`config.mk`:
```
export PLATFORM = sky130hd
export DESIGN_NAME = oad_decode
export DESIGN_NICKNAME = d
export VERILOG_FILES = /design/src/oad_pkg.sv /design/src/oad_gpr_map.sv /design/src/oad_seg_map.sv /design/src/oad_decode.sv
export SDC_FILE = /design/constraint.sdc
export NUM_CORES = 1
export LEC_CHECK = 0
export CORE_AREA = 2 2 109 111
export DETAILED_ROUTE_END_ITERATION = 16
export DIE_AREA = 0 0 111 113
export DONT_BUFFER_PORTS = 1
export GPL_TIMING_DRIVEN = 0
export PLACE_DENSITY = 0.83
export SYNTH_ARGS = -nofsm -noshare
export SYNTH_HDL_FRONTEND = slang
export SYNTH_HIERARCHICAL = 1
export SYNTH_SLANG_ARGS = --single-unit
```
`constraint.sdc`:
```
create_clock -name sys_clk -period 5.2 [get_ports sys_clk]
set_input_delay 0.52 -clock sys_clk [delete_from_list [all_inputs] [get_ports sys_clk]]
set_output_delay 0.52 -clock sys_clk [all_outputs]
set_load 0.02 [all_outputs]
```
`src/oad_pkg.sv`:
```
package oad_pkg;
    // addressing kinds
    localparam logic [1:0] MOD_NODISP = 2'h0;
    localparam logic [1:0] MOD_DISP8  = 2'h1;
    localparam logic [1:0] MOD_DISP32 = 2'h2;
    localparam logic [1:0] MOD_REG    = 2'h3;
    // field positions
    localparam int MOD_HI  = 7;
    localparam int MOD_LO  = 6;
    localparam int REG_HI  = 5;
    localparam int REG_LO  = 3;
    localparam int RM_HI   = 2;
    localparam int RM_LO   = 0;
    localparam int SS_HI   = 7;
    localparam int SS_LO   = 6;
    localparam int IDX_HI  = 5;
    localparam int IDX_LO  = 3;
    localparam int BASE_HI = 2;
    localparam int BASE_LO = 0;
    // special codes
    localparam logic [2:0] CODE_SIB   = 3'h4;
    localparam logic [2:0] IDX_NONE   = 3'h4;
    localparam logic [2:0] CODE_ESP   = 3'h4;
    localparam logic [2:0] CODE_EBP   = 3'h5;
    localparam logic [1:0] SS_X1      = 2'h0;
    // reset values
    localparam logic [3:0] RST_SEG    = 4'h0;
    localparam logic [2:0] RST_DISP   = 3'h0;
    localparam logic [31:0] RST_WORD  = 32'h0;

    typedef enum logic [2:0] {
        SEG_ES,
        SEG_CS,
        SEG_SS,
        SEG_DS,
        SEG_FS,
        SEG_GS,
        SEG_UNDEF
    } oad_seg_e;

    typedef enum logic [1:0] {
        OSZ_BYTE,
        OSZ_WORD,
        OSZ_DWORD
    } oad_osz_e;

    typedef enum logic [1:0] {
        DSZ_NONE,
        DSZ_ONE,
        DSZ_TWO,
        DSZ_FOUR
    } oad_dsz_e;
endpackage

```
`src/oad_gpr_map.sv`:
```
`timescale 1ns/1ps
// register code plus width to register file port
module oad_gpr_map (
    input  wire logic [2:0]       code,
    input  wire logic             wide,
    input  wire logic             op32,
    output oad_pkg::oad_osz_e     size,
    output logic      [2:0]       regNum,
    output logic                  highByte
);
    always_comb begin
        if (!wide) begin
            size     = oad_pkg::OSZ_BYTE;
            regNum   = {1'b0, code[1:0]};
            highByte = code[2];
        end else begin
            size     = op32 ? oad_pkg::OSZ_DWORD : oad_pkg::OSZ_WORD;
            regNum   = code;
            highByte = 1'b0;
        end
    end
endmodule

```
`src/oad_seg_map.sv`:
```
`timescale 1ns/1ps
// segment selector field decode
module oad_seg_map (
    input  wire logic [2:0]   code,
    input  wire logic         isThreeBit,
    output oad_pkg::oad_seg_e seg,
    output logic              segValid
);
    always_comb begin
        seg      = oad_pkg::SEG_UNDEF;
        segValid = 1'b1;
        if (!isThreeBit) begin
            case (code[1:0])
                2'h0: seg = oad_pkg::SEG_ES;
                2'h1: seg = oad_pkg::SEG_CS;
                2'h2: seg = oad_pkg::SEG_SS;
                default: seg = oad_pkg::SEG_DS;
            endcase
        end else begin
            case (code)
                3'h0: seg = oad_pkg::SEG_ES;
                3'h1: seg = oad_pkg::SEG_CS;
                3'h2: seg = oad_pkg::SEG_SS;
                3'h3: seg = oad_pkg::SEG_DS;
                3'h4: seg = oad_pkg::SEG_FS;
                3'h5: seg = oad_pkg::SEG_GS;
                default: begin
                    seg      = oad_pkg::SEG_UNDEF;
                    segValid = 1'b0;
                end
            endcase
        end
    end
endmodule

```
`src/oad_decode.sv`:
```
`timescale 1ns/1ps
// Function
// [RULE1] mod 11 makes rm a register selector chosen by w and width.
// [RULE2] reg field picks a general register by width and w.
// [RULE3] w=0 codes 000..111 give AL CL DL BL AH CH DH BH.
// [RULE4] w=1, 16-bit: AX CX DX BX SP BP SI DI.
// [RULE5] w=1, 32-bit: EAX ECX EDX EBX ESP EBP ESI EDI.
// [RULE6] 2-bit segment: 00 ES, 01 CS, 10 SS, 11 DS.
// [RULE7] 3-bit segment: ES CS SS DS FS GS for 000..101.
// [RULE8] 3-bit codes 110, 111 are undefined segments.
// [RULE9] sib byte yields scale, index and base selectors.
// [RULE10] scale 00 x1, 01 x2, 10 x4, 11 x8.
// [RULE11] index value times scale is an offset component.
// [RULE12] index 000..111 names EAX..EDI, 100 means no index.
// [RULE13] with no index the stream must carry scale 00.
// [RULE14] mod from modrm bits 7:6, base from sib bits 2:0.
// [RULE15] with sib, mod and base decide form, not rm.
// [RULE16] mod 00 sib: base+index, DS; ESP uses SS; base 101 is disp32.
// [RULE17] mod 01 sib: plus disp8; ESP and EBP bases use SS.
// [RULE18] mod 10 sib: plus disp32, same segments as mod 01.
// [RULE19] displacement sizes are one, two or four bytes.
// [RULE20] 32-bit address, mod not 11 and rm 100: sib follows.
// [RULE21] disp8 sign-extended before the add.
module oad_decode (
    input  wire logic             sys_clk,
    input  wire logic             rst,
    input  wire logic             inValid,
    input  wire logic [7:0]       modrmByte,
    input  wire logic [7:0]       sibByte,
    input  wire logic             wBit,
    input  wire logic             op32,
    input  wire logic             addr32,
    input  wire logic [2:0]       segField,
    input  wire logic             segIsThreeBit,
    input  wire logic [31:0]      dispIn,
    input  wire logic [31:0]      baseVal,
    input  wire logic [31:0]      indexVal,
    output logic                  outValid,
    output logic                  isRegForm,
    output logic                  sibNeeded,
    output logic [2:0]            rmReg,
    output logic                  rmHigh,
    output oad_pkg::oad_osz_e     rmSize,
    output logic [2:0]            regReg,
    output logic                  regHigh,
    output oad_pkg::oad_osz_e     regSize,
    output oad_pkg::oad_seg_e     selSeg,
    output logic                  selSegValid,
    output oad_pkg::oad_seg_e     defSeg,
    output logic [1:0]            scaleCode,
    output logic [3:0]            scaleFactor,
    output logic                  indexUsed,
    output logic [2:0]            indexReg,
    output logic                  baseUsed,
    output logic [2:0]            baseReg,
    output oad_pkg::oad_dsz_e     dispSize,
    output logic [31:0]           dispExt,
    output logic [31:0]           effOffset,
    output logic                  eaUndefined
);
    typedef struct packed {
        logic              valid;
        logic              regForm;
        logic              sib;
        logic [2:0]        rmReg;
        logic              rmHigh;
        oad_pkg::oad_osz_e rmSize;
        logic [2:0]        regReg;
        logic              regHigh;
        oad_pkg::oad_osz_e regSize;
        oad_pkg::oad_seg_e selSeg;
        logic              selSegValid;
        oad_pkg::oad_seg_e defSeg;
        logic [1:0]        scaleCode;
        logic [3:0]        scaleFactor;
        logic              indexUsed;
        logic [2:0]        indexReg;
        logic              baseUsed;
        logic [2:0]        baseReg;
        oad_pkg::oad_dsz_e dispSize;
        logic [31:0]       dispExt;
        logic [31:0]       effOffset;
        logic              eaUndef;
    } oad_state_s;

    oad_state_s        st_q;
    oad_state_s        st_d;

    logic [1:0]        modF;
    logic [2:0]        rmF;
    logic [2:0]        regF;
    logic [1:0]        ssF;
    logic [2:0]        idxF;
    logic [2:0]        baseF;
    oad_pkg::oad_osz_e rmSizeC;
    oad_pkg::oad_osz_e regSizeC;
    logic [2:0]        rmRegC;
    logic [2:0]        regRegC;
    logic              rmHighC;
    logic              regHighC;
    oad_pkg::oad_seg_e segC;
    logic              segValidC;

    assign modF  = modrmByte[oad_pkg::MOD_HI:oad_pkg::MOD_LO]; // RULE14
    assign rmF   = modrmByte[oad_pkg::RM_HI:oad_pkg::RM_LO];
    assign regF  = modrmByte[oad_pkg::REG_HI:oad_pkg::REG_LO];
    assign ssF   = sibByte[oad_pkg::SS_HI:oad_pkg::SS_LO]; // RULE9
    assign idxF  = sibByte[oad_pkg::IDX_HI:oad_pkg::IDX_LO];
    assign baseF = sibByte[oad_pkg::BASE_HI:oad_pkg::BASE_LO]; // RULE14

    // rm as register (mod 11)
    oad_gpr_map uRmMap (
        .code     (rmF),
        .wide     (wBit),
        .op32     (op32),
        .size     (rmSizeC),
        .regNum   (rmRegC),
        .highByte (rmHighC)
    );

    oad_gpr_map uRegMap (
        .code     (regF),
        .wide     (wBit),
        .op32     (op32),
        .size     (regSizeC),
        .regNum   (regRegC),
        .highByte (regHighC)
    );

    oad_seg_map uSegMap (
        .code       (segField),
        .isThreeBit (segIsThreeBit),
        .seg        (segC),
        .segValid   (segValidC)
    );

    always_comb begin
        logic [31:0] scaled;
        logic [31:0] baseTerm;
        scaled   = RST_WORD_F();
        baseTerm = RST_WORD_F();
        st_d = st_q;
        st_d.valid       = inValid;
        st_d.regForm     = (modF == oad_pkg::MOD_REG); // RULE1
        st_d.sib         = addr32 && (modF != oad_pkg::MOD_REG) && (rmF == oad_pkg::CODE_SIB); // RULE20
        st_d.rmReg       = rmRegC; // RULE1 RULE3 RULE4 RULE5
        st_d.rmHigh      = rmHighC;
        st_d.rmSize      = rmSizeC;
        st_d.regReg      = regRegC; // RULE2 RULE3 RULE4 RULE5
        st_d.regHigh     = regHighC;
        st_d.regSize     = regSizeC;
        st_d.selSeg      = segC; // RULE6 RULE7
        st_d.selSegValid = segValidC; // RULE8
        st_d.scaleCode   = ssF;
        st_d.scaleFactor = 4'h1 << ssF; // RULE10
        st_d.indexUsed   = 1'b0;
        st_d.indexReg    = idxF;
        st_d.baseUsed    = 1'b0;
        st_d.baseReg     = rmF;
        st_d.defSeg      = oad_pkg::SEG_DS;
        st_d.dispSize    = oad_pkg::DSZ_NONE;
        st_d.eaUndef     = 1'b0;
        if (st_d.regForm) begin
            st_d.dispSize = oad_pkg::DSZ_NONE;
        end else if (st_d.sib) begin
            // form set by mod and base only
            st_d.indexUsed = (idxF != oad_pkg::IDX_NONE); // RULE12
            st_d.eaUndef   = (idxF == oad_pkg::IDX_NONE) && (ssF != oad_pkg::SS_X1); // RULE13
            st_d.baseReg   = baseF; // RULE15
            st_d.baseUsed  = 1'b1;
            case (modF)
                oad_pkg::MOD_NODISP: begin
                    if (baseF == oad_pkg::CODE_EBP) begin
                        st_d.baseUsed = 1'b0; // RULE16
                        st_d.dispSize = oad_pkg::DSZ_FOUR;
                    end
                    st_d.defSeg = (baseF == oad_pkg::CODE_ESP) ? oad_pkg::SEG_SS : oad_pkg::SEG_DS; // RULE16
                end
                oad_pkg::MOD_DISP8: begin
                    st_d.dispSize = oad_pkg::DSZ_ONE; // RULE17
                    st_d.defSeg   = (baseF == oad_pkg::CODE_ESP || baseF == oad_pkg::CODE_EBP)
                                    ? oad_pkg::SEG_SS : oad_pkg::SEG_DS; // RULE17
                end
                default: begin
                    st_d.dispSize = oad_pkg::DSZ_FOUR; // RULE18
                    st_d.defSeg   = (baseF == oad_pkg::CODE_ESP || baseF == oad_pkg::CODE_EBP)
                                    ? oad_pkg::SEG_SS : oad_pkg::SEG_DS; // RULE18
                end
            endcase
        end else if (addr32) begin
            st_d.baseUsed = 1'b1;
            case (modF)
                oad_pkg::MOD_NODISP: begin
                    if (rmF == oad_pkg::CODE_EBP) begin
                        st_d.baseUsed = 1'b0;
                        st_d.dispSize = oad_pkg::DSZ_FOUR;
                    end
                end
                oad_pkg::MOD_DISP8: begin
                    st_d.dispSize = oad_pkg::DSZ_ONE;
                    if (rmF == oad_pkg::CODE_EBP) st_d.defSeg = oad_pkg::SEG_SS;
                end
                default: begin
                    st_d.dispSize = oad_pkg::DSZ_FOUR;
                    if (rmF == oad_pkg::CODE_EBP) st_d.defSeg = oad_pkg::SEG_SS;
                end
            endcase
        end else begin
            // 16-bit forms: base and index use flags, displacement size and segment
            st_d.baseUsed = !(modF == oad_pkg::MOD_NODISP && rmF == 3'h6);
            st_d.indexUsed = (rmF[2] == 1'b0);
            if (rmF == 3'h2 || rmF == 3'h3 || (rmF == 3'h6 && modF != oad_pkg::MOD_NODISP))
                st_d.defSeg = oad_pkg::SEG_SS;
            case (modF)
                oad_pkg::MOD_NODISP: st_d.dispSize = (rmF == 3'h6) ? oad_pkg::DSZ_TWO : oad_pkg::DSZ_NONE;
                oad_pkg::MOD_DISP8:  st_d.dispSize = oad_pkg::DSZ_ONE;
                default:             st_d.dispSize = oad_pkg::DSZ_TWO;
            endcase
        end
        case (st_d.dispSize) // RULE19
            oad_pkg::DSZ_ONE:  st_d.dispExt = {{24{dispIn[7]}}, dispIn[7:0]}; // RULE21
            oad_pkg::DSZ_TWO:  st_d.dispExt = {{16{dispIn[15]}}, dispIn[15:0]};
            oad_pkg::DSZ_FOUR: st_d.dispExt = dispIn;
            default:           st_d.dispExt = oad_pkg::RST_WORD;
        endcase
        if (st_d.sib && st_d.indexUsed)
            scaled = indexVal << ssF; // RULE11
        if (st_d.baseUsed)
            baseTerm = baseVal;
        st_d.effOffset = st_d.regForm ? oad_pkg::RST_WORD : (baseTerm + scaled + st_d.dispExt);
        if (!inValid) begin
            st_d.valid = 1'b0;
        end
    end

    function automatic logic [31:0] RST_WORD_F();
        return oad_pkg::RST_WORD;
    endfunction

    always_ff @(posedge sys_clk or posedge rst) begin
        if (rst) begin
            st_q <= '0;
        end else begin
            st_q <= st_d;
        end
    end

    assign outValid    = st_q.valid;
    assign isRegForm   = st_q.regForm;
    assign sibNeeded   = st_q.sib;
    assign rmReg       = st_q.rmReg;
    assign rmHigh      = st_q.rmHigh;
    assign rmSize      = st_q.rmSize;
    assign regReg      = st_q.regReg;
    assign regHigh     = st_q.regHigh;
    assign regSize     = st_q.regSize;
    assign selSeg      = st_q.selSeg;
    assign selSegValid = st_q.selSegValid;
    assign defSeg      = st_q.defSeg;
    assign scaleCode   = st_q.scaleCode;
    assign scaleFactor = st_q.scaleFactor;
    assign indexUsed   = st_q.indexUsed;
    assign indexReg    = st_q.indexReg;
    assign baseUsed    = st_q.baseUsed;
    assign baseReg     = st_q.baseReg;
    assign dispSize    = st_q.dispSize;
    assign dispExt     = st_q.dispExt;
    assign effOffset   = st_q.effOffset;
    assign eaUndefined = st_q.eaUndef;
endmodule

```
==> results by group <==
Timing
  • Clock period minus worst slack: between 4000 and 5000 ps
  • Setup TNS Final: 0 ps
  • Final setup violation count: 0
  • Worst setup margin: 509 ps
  • RSZ-0062 raised after global routing: false
  • Fmax: 213 MHz
  • Least-Margin Pin Slew: slightly below 900 ps
  • Relative slew slack: 0.424
  • Tcrit/Tclk final: 0.902
  • Hold Vio Cnt, Final: 0
  • Final Max Slew Viols: 0

Finish
  • Nets: 910
  • Core Util, Final: 0.635
  • Synthesis-to-layout area growth: 7.92%
  • Fraction of layout cells with a size suffix above 1: 0.0561
  • Commonest non-fill, non-tap cells in the layout: 103 x nand2_1, 102 x dfrtp_1, 93 x inv_1
  • Final cell count without fillers: 874
  • N_diodes: 0
  • Leading cell type in the layout, fill and taps excluded: nand2_1
  • Final instance area: 0.00716 mm²

Die
  • Starting Density: 0.589
  • Rows: 39
  • Die height: between 100 and 150 µm
  • Die area: 0.0125 mm²
  • Io pins: 225
  • Die W: around 110 µm
  • Area of the core: 0.0113 mm²

Global routing
  • Global-route wire length before repair: 27,300 µm
  • Vias in the first global route: 5,397
  • Total gr overflow: 0
  • Largest net degree at the start of global routing: 61
  • Total track usage: 0.278
  • Antenna violations before repair: 0

Synth
  • Synth top area share: 0.385
  • Avg Cell Area, Syn: roughly 9.3 µm²
  • Synth Instances: slightly above 700
  • Sequential area share after synthesis: 0.385
  • Asr flop ratio synth: 1.00
  • Post-synth EDFFs: 0
  • Post-synth net total: 898
  • Largest area contributor in the netlist: dfrtp_1
  • Ys flop type: dfrtp_1
  • Cell area after synthesis: 0.00664 mm²
  • Post-synthesis cell type count: 56
  • FF+latch count, synth: 102
  • Synth Warn #: 6
  • Top post-synthesis cells by area: dfrtp_1 38%, fa_1 9.7%, nand2_1 5.8%

Clock network
  • CTS resizes: 0
  • Clk buf depth: 2
  • CTS tree: done
  • Setup Buffers After CTS: 0
  • Clk sinks: 102
  • H-tree depth: 3
  • Clock Root Buffer: clkbuf_16
  • Hold buffer count at CTS: 0
  • CTS clk-pin slew, worst paths: 80 ps
  • CTS Buf Count: 9

Placement
  • # port buffers: 0
  • DP Wirelength: 13,800 µm
  • Placed cells: 858
  • Final GP Congestion: 0.868
  • Setup WS pre-CTS: between 200 and 250 ps
  • Placed Area: 0.00685 mm²

Critical path
  • CP required: 5430 ps
  • CP endpoint kind: register
  • Critical path class: primary input to register
  • Slowest cell on crit path: clkbuf_1
  • Worst path max stage delay: 630 ps
  • CP Data Arrival Time: 4920 ps
  • CP Cell Sequence: clkbuf_1, clkbuf_1, mux2i_1, nor3b_1, fa_1, ha_1, fa_1, a211oi_1, o21a_1, a21oi_1, o21ai_0, o21a_1, a31o_2, xor2_1, nor2_1
  • CP max FO: 10
  • Critical Path Start Type: primary input

Route
  • Initial DRC Count: 345
  • Drt pass-1 iters: 5
  • DRC errors left: 0
  • Routed Antenna Nets: 0
  • WL/cell: 19.8 µm
  • Post-Route WL: between 15,000 and 20,000 µm
  • Vias per cell: 5.80
  • Via Count: 5,067

Power and ir drop
  • Power Density: 324 mW/mm²
  • VDD IR max: around 0.00022 V
  • LEAKAGE: around 3.8 nW

Min path
  • Hold WC Path Type: primary input to asynchronous set/reset pin

Job
  • Max_cap viols: 0

Run status
  • Status: finished, final reports clean
cells in the mapped netlist (2+ instances only):
| cell | count |
|---|---|
| nor3_1 | 7 |
| nand2b_1 | 8 |
| buf_1 | 3 |
| nand2_1 | 103 |
| a21oi_1 | 28 |
| clkbuf_1 | 22 |
| conb_1 | 2 |
| o21a_1 | 5 |
| a2111oi_0 | 4 |
| mux2i_1 | 28 |
| inv_1 | 94 |
| ha_1 | 30 |
| xnor2_1 | 19 |
| nor2_1 | 47 |
| a21o_1 | 35 |
| and3_1 | 5 |
| a31oi_1 | 4 |
| dfrtp_1 | 102 |
| and2_2 | 3 |
| xor2_1 | 12 |
| and2b_2 | 2 |
| mux2_2 | 4 |
| nor2b_1 | 8 |
| nand3_1 | 28 |
| a211oi_1 | 4 |
| and2_1 | 19 |
| fa_1 | 32 |
| o211ai_1 | 9 |
| o21ai_0 | 15 |
| a21boi_0 | 2 |
| buf_4 | 5 |
per-layer routing:
| layer | global-route usage | vias up | routed length [µm] |
|---|---|---|---|
| met1 | 0.342 | 2455 | 6910 |
| met3 | 0.0782 | 37 | 1440 |
| met5 | 0 | - | 0 |
| met4 | 0.117 | 0 | 469 |
| met2 | 0.466 | 234 | 8520 |
| li1 | - | 2341 | - |
flip-flops by register name, indices dropped and copies added (netlist names), 2 cells and up:
name,count
scaleCode,2
effOffset,32
dispSize,2
regReg,3
defSeg,2
selSeg,3
dispExt,32
scaleFactor,4
indexReg,3
baseReg,3
rmSize,2
rmReg,3
regSize,2
power breakdown:
group / leakage, nW / switching, W / internal, W
clock network: 0.153 / 0.000322 / 0.000395
logic: 2.34 / 0.000329 / 0.000213
registers: 1.27 / 0.000171 / 0.000890
cell families (layout without fill, tap and decap cells):
logic type / Yosys count / count (layout) / synth area share
AO/OA/AOI/OAI: 121 / 121 / 0.129
XOR/XNOR: 31 / 31 / 0.0409
adder cells (fa/ha/maj): 62 / 62 / 0.153
buffers and inverters: 125 / 142 / 0.0735
flip-flops: 102 / 102 / 0.385
multiplexers: 32 / 32 / 0.0490
other: 2 / 2 / 0.00113
AND/OR/NAND/NOR: 239 / 239 / 0.169
layout make-up:
type                            count  area (µm²)
Multi-Input combinational cell    487        3600
Clock inverter                      6        77.6
Fill cell                         903        4110
Sequential cell                   102        2550
Inverter                           95         359
Clock buffer                       10         239
Buffer                             30         131
Tap cell                          143         179
Timing Repair Buffer                1        27.5
stage by stage:
stage	power [W]	hold WS [ps]
after CTS	0.00232	107
after global routing	0.00243	145
after global placement	0.00159	551
final	0.00232	89.6
after detailed placement	0.00161	485
after floorplan	0.00147	551
worst max path at each step:
stage	from	end	slack, ps	cells after the start
floorplan	sibByte[0]	effOffset[23]	960	17
global placement	modrmByte[6]	effOffset[23]	240	16
detailed placement	modrmByte[1]	effOffset[23]	210	17
CTS	modrmByte[1]	effOffset[23]	550	17
global route	modrmByte[6]	effOffset[31]	170	18
finish	sibByte[6]	effOffset[23]	510	15
critical path: cells and delay by family:
family,cells,cell delay (ps)
AOI/OAI and AO/OA,6,1420
xor gates and xnor gates,1,190
adders and majority gates,3,1150
buffers and inverters,2,1030
muxes,1,210
and+or+nand+nor,2,380
No activity file was read; power rests on OpenSTA's default activity.
